`src/logic/hdi_pkg.sv`:
```
package hdi_pkg;
    localparam logic [7:0] HDI_ADDR_WR_LOW  = 8'h76;
    localparam logic [7:0] HDI_ADDR_WR_HIGH = 8'h78;
    localparam int HDI_IMP_W = 12;
    localparam logic [11:0] HDI_MIC_MIN_OHM = 12'h258;
    localparam logic [11:0] HDI_MIC_MAX_OHM = 12'hBB8;
    localparam logic [11:0] HDI_SPK_MIN_OHM = 12'h010;
    localparam logic [11:0] HDI_SPK_MAX_OHM = 12'h5DC;
    localparam int HDI_CTL3_LAUNCH_BIT = 0;
    localparam int HDI_CTL3_IRQ_BIT    = 2;
    localparam int HDI_CTL3_DIS_BIT    = 3;
    localparam int HDI_CTL3_FORCE_BIT  = 4;
    localparam logic [7:0] HDI_CTL3_RESET = 8'h00;
    localparam int HDI_DET_TIME_MS  = 500;
    localparam int HDI_CLK_MHZ      = 100;
    localparam int HDI_DET_CYCLES   = HDI_DET_TIME_MS * 1000 * HDI_CLK_MHZ;
    localparam logic [1:0] HDI_POL_NONE   = 2'b00;
    localparam logic [1:0] HDI_POL_RING2  = 2'b01;
    localparam logic [1:0] HDI_POL_SLEEVE = 2'b10;
    typedef enum logic [1:0] {
        HDI_IDLE    = 2'b00,
        HDI_MEASURE = 2'b01,
        HDI_DONE    = 2'b10
    } hdi_state_t;
endpackage

```
`src/logic/hdi_classify.sv`:
```
`timescale 1ns/1ps
module hdi_classify
    import hdi_pkg::*;
(
    input  wire logic [HDI_IMP_W-1:0] ring2_ohm,   // ring2 impedance to ground
    input  wire logic [HDI_IMP_W-1:0] sleeve_ohm,  // sleeve impedance to ground
    output logic                      mic_found,   // a mic contact exists
    output logic [1:0]                polarity     // which contact is the mic
);
    logic ring2_mic;
    logic sleeve_mic;
    assign ring2_mic  = (ring2_ohm >= HDI_MIC_MIN_OHM) && (ring2_ohm <= HDI_MIC_MAX_OHM);
    assign sleeve_mic = (sleeve_ohm >= HDI_MIC_MIN_OHM) && (sleeve_ohm <= HDI_MIC_MAX_OHM);
    assign mic_found  = ring2_mic | sleeve_mic;
    // pick mic contact; ring2 preferred when both qualify
    assign polarity = ring2_mic ? HDI_POL_RING2 : (sleeve_mic ? HDI_POL_SLEEVE : HDI_POL_NONE);
endmodule

```
`src/logic/hdi_detect_ctrl.sv`:
```
`timescale 1ns/1ps
module hdi_detect_ctrl
    import hdi_pkg::*;
#(
    parameter int DET_CYCLES = HDI_DET_CYCLES
) (
    input  wire logic                 sys_clk,        // 100 MHz clock
    input  wire logic                 sys_rst,        // async reset, high
    input  wire logic                 addr_strap,     // address-select strap
    input  wire logic                 detect_launch,  // launch pin
    input  wire logic [7:0]           third_control_reg, // host control byte
    input  wire logic                 ctl_wr,         // pulse: control byte written
    input  wire logic                 indicator_off,  // disable indicator pin; force bit overrides
    input  wire logic [7:0]           addr_byte,      // received address byte
    input  wire logic                 addr_valid,     // pulse: address byte complete
    input  wire logic                 irq_clear,      // pulse: host read results
    input  wire logic [HDI_IMP_W-1:0] ring2_ohm,      // measured ring2 impedance
    input  wire logic [HDI_IMP_W-1:0] sleeve_ohm,     // measured sleeve impedance
    output logic                      addr_ack_r,     // acknowledge address byte
    output logic                      addr_read_r,    // acked transfer is a read
    output logic                      mic_present_r,  // mic-present flag
    output logic [1:0]                polarity_r,     // mic contact result
    output logic                      busy_r,         // detection running
    output logic                      det_done_r,     // pulse: detection finished
    output logic                      ind_o_r,        // indicator pin out (always 0)
    output logic                      ind_oe_r        // indicator pull-low enable
);
    import hdi_pkg::*;

    localparam int CNT_W = $clog2(DET_CYCLES + 1);

    // a zero-length run would leave the counter with nothing to count down
    if (DET_CYCLES < 1) begin : g_bad_det_cycles
        $error("DET_CYCLES must be at least 1");
    end

    hdi_state_t             state_r;
    logic [CNT_W-1:0]       cnt_r;
    logic                   launch_d_r;
    logic                   strap_r;
    logic                   strap_taken_r;
    logic                   irq_pend_r;
    logic                   host_launch;
    logic                   pin_launch;
    logic                   start;
    logic                   mic_found;
    logic [1:0]             polarity;
    logic [7:0]             own_wr;
    logic                   gen_call;
    logic                   own_match;
    logic                   ind_low_nxt;

    hdi_classify hdi_classify_i (
        .ring2_ohm  (ring2_ohm),
        .sleeve_ohm (sleeve_ohm),
        .mic_found  (mic_found),
        .polarity   (polarity)
    );

    // strap caught by a clocked process after reset release
    always_ff @(posedge sys_clk or posedge sys_rst) begin
        if (sys_rst) begin
            strap_r       <= 1'b0;
            strap_taken_r <= 1'b0;
        end else if (!strap_taken_r) begin
            strap_r       <= addr_strap;
            strap_taken_r <= 1'b1;
        end
    end

    assign own_wr = strap_r ? HDI_ADDR_WR_HIGH : HDI_ADDR_WR_LOW;

    // seven zero address bits form the general call; kept out explicitly so that
    // a strap encoding change can never make it match by accident
    assign gen_call  = (addr_byte[7:1] == 7'h00);

    // only own address acked, general call ignored
    assign own_match = addr_valid && !gen_call && (addr_byte[7:1] == own_wr[7:1]);

    always_ff @(posedge sys_clk or posedge sys_rst) begin
        if (sys_rst) begin
            addr_ack_r  <= 1'b0;
            addr_read_r <= 1'b0;
        end else begin
            addr_ack_r  <= own_match;
            addr_read_r <= own_match && addr_byte[0];
        end
    end

    // either launch source starts a sequence
    assign host_launch = ctl_wr && third_control_reg[HDI_CTL3_LAUNCH_BIT];
    assign pin_launch  = detect_launch && !launch_d_r;
    assign start       = host_launch | pin_launch;

    always_ff @(posedge sys_clk or posedge sys_rst) begin
        if (sys_rst) begin
            launch_d_r <= 1'b0;
        end else begin
            launch_d_r <= detect_launch;
        end
    end

    // launches during a running sequence are dropped, not queued
    always_ff @(posedge sys_clk or posedge sys_rst) begin
        if (sys_rst) begin
            state_r <= HDI_IDLE;
            cnt_r   <= '0;
        end else begin
            case (state_r)
                HDI_IDLE: begin
                    if (start) begin
                        state_r <= HDI_MEASURE;
                        cnt_r   <= CNT_W'(DET_CYCLES - 1);
                    end
                end
                HDI_MEASURE: begin
                    if (cnt_r == '0) begin
                        state_r <= HDI_DONE;
                    end else begin
                        cnt_r <= cnt_r - 1'b1;
                    end
                end
                HDI_DONE: begin
                    // one cycle here lets results, pending flag and pulse latch together;
                    // a launch seen in this cycle is dropped like any mid-run launch
                    state_r <= HDI_IDLE;
                end
                default: begin
                    state_r <= HDI_IDLE;
                end
            endcase
        end
    end

    always_ff @(posedge sys_clk or posedge sys_rst) begin
        if (sys_rst) begin
            busy_r     <= 1'b0;
            det_done_r <= 1'b0;
        end else begin
            busy_r     <= (state_r == HDI_MEASURE) || (state_r == HDI_IDLE && start);
            det_done_r <= (state_r == HDI_DONE);
        end
    end

    always_ff @(posedge sys_clk or posedge sys_rst) begin
        if (sys_rst) begin
            mic_present_r <= 1'b0;
            polarity_r    <= HDI_POL_NONE;
        end else if (state_r == HDI_DONE) begin
            mic_present_r <= mic_found;
            polarity_r    <= polarity;
        end
    end

    // update pending until host clears; a new update wins over clear
    always_ff @(posedge sys_clk or posedge sys_rst) begin
        if (sys_rst) begin
            irq_pend_r <= 1'b0;
        end else if (state_r == HDI_DONE) begin
            irq_pend_r <= 1'b1;
        end else if (irq_clear) begin
            irq_pend_r <= 1'b0;
        end
    end

    always_comb begin
        ind_low_nxt = 1'b0;
        if (third_control_reg[HDI_CTL3_FORCE_BIT]) begin
            ind_low_nxt = 1'b1;
        end else if (indicator_off) begin
            ind_low_nxt = 1'b0;
        end else if (third_control_reg[HDI_CTL3_IRQ_BIT]) begin
            ind_low_nxt = irq_pend_r;
        end else begin
            ind_low_nxt = mic_present_r;
        end
    end

    // open drain: data stays low, never driven high
    always_ff @(posedge sys_clk or posedge sys_rst) begin
        if (sys_rst) begin
            ind_o_r <= 1'b0;
        end else begin
            ind_o_r <= 1'b0;
        end
    end

    // enable alone pulls low; released line rises on the pull-up
    // registered so the pin never glitches while mode bits change
    always_ff @(posedge sys_clk or posedge sys_rst) begin
        if (sys_rst) begin
            ind_oe_r <= 1'b0;
        end else begin
            ind_oe_r <= ind_low_nxt;
        end
    end
endmodule

```
`config.mk`:
```
export PLATFORM = sky130hd
export DESIGN_NAME = hdi_detect_ctrl
export DESIGN_NICKNAME = d
export VERILOG_FILES = /design/src/logic/hdi_pkg.sv /design/src/logic/hdi_classify.sv /design/src/logic/hdi_detect_ctrl.sv
export SDC_FILE = /design/constraint.sdc
export NUM_CORES = 1
export LEC_CHECK = 0
export BUFFER_PORTS_ARGS = -buffer_cell sky130_fd_sc_hd__buf_4
export CORE_MARGIN = 5
export CORE_UTILIZATION = 40
export CTS_CLUSTER_SIZE = 28
export DETAILED_ROUTE_END_ITERATION = 12
export PLACE_DENSITY_LB_ADDON = 0.2
export SLEW_MARGIN = 5
export SYNTH_ARGS = -nofsm -noshare
export SYNTH_HDL_FRONTEND = slang
export SYNTH_SLANG_ARGS = --single-unit
```
`constraint.sdc`:
```
create_clock -name sys_clk -period 2.6 [get_ports sys_clk]
set_input_delay 0 -clock sys_clk [delete_from_list [all_inputs] [get_ports sys_clk]]
set_output_delay 0 -clock sys_clk [all_outputs]
set_load 0.005 [all_outputs]
```
==> summary.md <==
| Metric | Value |
|---|---|
| Peak VDD IR | 0.000429 V |
| Worst r2r path cells | 7 |
| Sequential-to-total area share from yosys stat | 46.8% |
| Slew headroom | 37.8% |
| Hold Buf Count CTS | 10 |
| DIE WIDTH | 83.1 um |
| Crit. Startpoint | cnt_r[0] |
| Gr usage total | 15.4% |
| Vias in the first global route | between 1500 and 2000 |
| Ant. Diodes | 0 |
| Minimum clock period | between 2 and 2.5 ns |
| Mapped Area | 0.00214 sq mm |
| Async set-reset flop share out of synthesis | 100% |
| CTS tree | built |
| Main synth FF type | dfrtp_1 |
| Data required, critical path | 2.74 ns |
| Levels on crit path | 7 |
| Worst hold-check path type | in2reg |
| DR vias/cell | 5.48 |
| Skew-Pair Late Insertion Delay | 0.29 ns |
| Worst r2r src | cnt_r[0] |
| Post-synth top cells | dfrtp_1, nor2_1, o21ai_0, a21oi_1 |
| Top cell type by total area after synthesis | dfrtp_1 |
| R2r setup slk | 0.31 ns |
| Mapped Cells | 220 |
| Root Buffer Master | clkbuf_8 |
| CORE AREA | 0.00514 sq mm |
| TritonCTS sink count | 40 |
| First-pass GRT wire length | 8830 um |
| Port Buffers | 50 |
| Status | finished clean |
| Crit path cell chain | inv_1 > ha_1 > nor3b_1 > and4_4 > a31oi_1 > a311oi_1 > a41oi_1 |
| Clock Pin Slew Worst Setup and Hold Paths | 0.08 ns |
| # H-tree levels | 2 |
| Setup_tns | 0 ns |
| Die area | 0.00690 sq mm |
| Cell with the most instances after synthesis | dfrtp_1 |
| Warnings from Yosys | 0 |
| Hold path cells | 3 |
| Total grt overflow | 0 |
| Antenna violations before repair | 0 |
| Post-CTS setup buffers | 0 |
| DR iter-0 viols | ~110 |
| Placer Congestion | 0.789 |
| Final Max Tran Viols | 0 |
| Power per Cell Area | about 570 mW/mm^2 |
| Share of cells above drive strength 1 | 26.5% |
| Clock buffer depth | 2 |
| RSZ-0062 raised after global routing | no |
| CTS buffer count | 5 |
| Largest net degree at the start of global routing | 25 |
| Syn-to-layout area delta | 32.7% |
| Post-synth EDFFs | 0 |
| DRT Pass-1 Iters | 4 |
| Crit-path leading delay family | simple AND/OR/NAND/NOR gates |
| Worst setup SP type | register |
| Setup CP Type | reg2reg |
| #FFs+latches synth | 40 |
| Hpwl dp | approximately 3800 um |
| WP data arrival | around 2.4 ns |
| CP max FO | 8 |
| Vias | just under 2000 |
| Distinct cells, synth | 52 |
| Wire length reported by the detailed router | around 5000 um |
| Fin Clk Skew | 0.00491 ns |
| Final Net Count | between 300 and 400 |
| Die Ht | 83.1 um |
| CTS resizes | 0 |
| Fin. Hold Viols | 0 |
| CP max-delay cell | dfrtp_1 |
| Synth area leaders | dfrtp_1, o21ai_0, a21oi_1 |
| Row Count | 26 |
| Final worst path period share | about nine tenths |
| Max incr delay on CP | 0.43 ns |
| Routed Antenna Nets | 0 |
| Pwr Total | 1.60 mW |
| Fillcell total | 481 |
| Starting density of the core | 41.6% |
| Top cell type's share of synthesized area | between 40% and 50% |
| Worst-margin pin slew | 0.932 ns |
| CP endpoint | cnt_r[4] |
| Mapped Nets | 269 |
| IO Pins | 57 |
| Syn_area_per_cell | 9.71 sq um |
| Max Clk Rate | 0.437 GHz |
| Final setup violation count | 0 |
| CP Buf/Inv Count | 1 |
| Critical Path End Type | register |
| Leakage | approximately 1.2 nW |
| DR DRC count | 0 |
| Max Cap Violations | 0 |
| R2R Path End | cnt_r[4] |
| Wire per inst | about 14 um |
## through the flow
step	instances	util (%)	worst slack, ns	area, sq um	hold slack (ns)
2_1_floorplan	220	-	0.613	2140	0.0314
3_3_place_gp	340	50.7	0.425	2610	0.120
3_5_place_dp	340	50.7	0.356	2610	0.125
4_1_cts	357	55.2	0.334	2840	0.0710
5_1_grt	357	55.2	0.0971	2840	0.0989
6_report	357	55.2	0.310	2840	0.0744
## cell usage in the layout, fill, tap and decap left out, drive strengths merged, types with 2 or more instances in the layout
master and count:
and3 4, nor4bb 2, nand4 4, a311oi 2
or4 6, nor4 7, and2b 2, dlygate4sd3 10
bufinv 2, a31oi 9, clkbuf 5, or2 3
o311ai 3, o211ai 2, nor2 16, dfrtp 40
nor3 11, and2 2, buf 54, nand2 10
conb 2, and4 5, a21oi 15, nand3 9
inv 10, mux2i 3, nand2b 2, o31ai 7
or3 9, o21ai 17
## state kept, by name, indices dropped and copies added (netlist names)
register	count
addr_ack_r	1
addr_read_r	1
busy_r	1
cnt_r	26
det_done_r	1
ind_oe_r	1
irq_pend_r	1
launch_d_r	1
mic_present_r	1
polarity_r	2
state_r	2
strap_r	1
strap_taken_r	1
## layout make-up
type	count	area (sq um)	share of cell area [%]
well taps	70	87.6	3.09
inverters	10	37.5	1.32
multi-input cells	166	1080	37.9
repair buffers	64	505	17.8
clock inverters	2	60.1	2.12
clock buffers	5	68.8	2.43
flip-flops and latches	40	1000	35.3
## worst min-delay path by stage
stage	slack, ns	end	startpoint
after floorplan	0.03	launch_d_r	detect_launch
after global placement	0.12	launch_d_r	detect_launch
after detailed placement	0.12	launch_d_r	detect_launch
after CTS	0.07	busy_r	third_control_reg[0]
after global routing	0.1	addr_read_r	addr_byte[7]
final	0.07	busy_r	third_control_reg[0]
## cell families after synthesis
logic type,Yosys count,synth area share [%]
XOR/XNOR,2,0.820
buffers and inverters,14,2.81
other,2,0.351
adder cells (fa/ha/maj),1,0.585
multiplexers,4,1.93
flip-flops,40,46.8
AO/OA/AOI/OAI,62,19.3
AND/OR/NAND/NOR,95,27.4
## report_power, final
group          switching [mW]  internal [mW]  total, mW
combinational           0.101          0.132      0.233
sequential             0.0922          0.694      0.786
clock                   0.207          0.378      0.585
total                   0.400           1.20       1.60
## worst register-to-register path, cell delays in order, from the launching register on
cell	delay, ns
dfrtp_1	0.43
inv_1	0.08
ha_1	0.26
nor3b_1	0.39
and4_4	0.33
a31oi_1	0.24
a311oi_1	0.34
a41oi_1	0.08
## per-layer routing
layer	track usage, %	up-vias	wire (um)
li1	-	978	-
met1	18.3	941	2240
met3	4.36	8	180
met2	26.8	29	2500
met4	4.75	0	67
met5	0	-	0
Note: power is estimated with default switching activity, not from simulation.
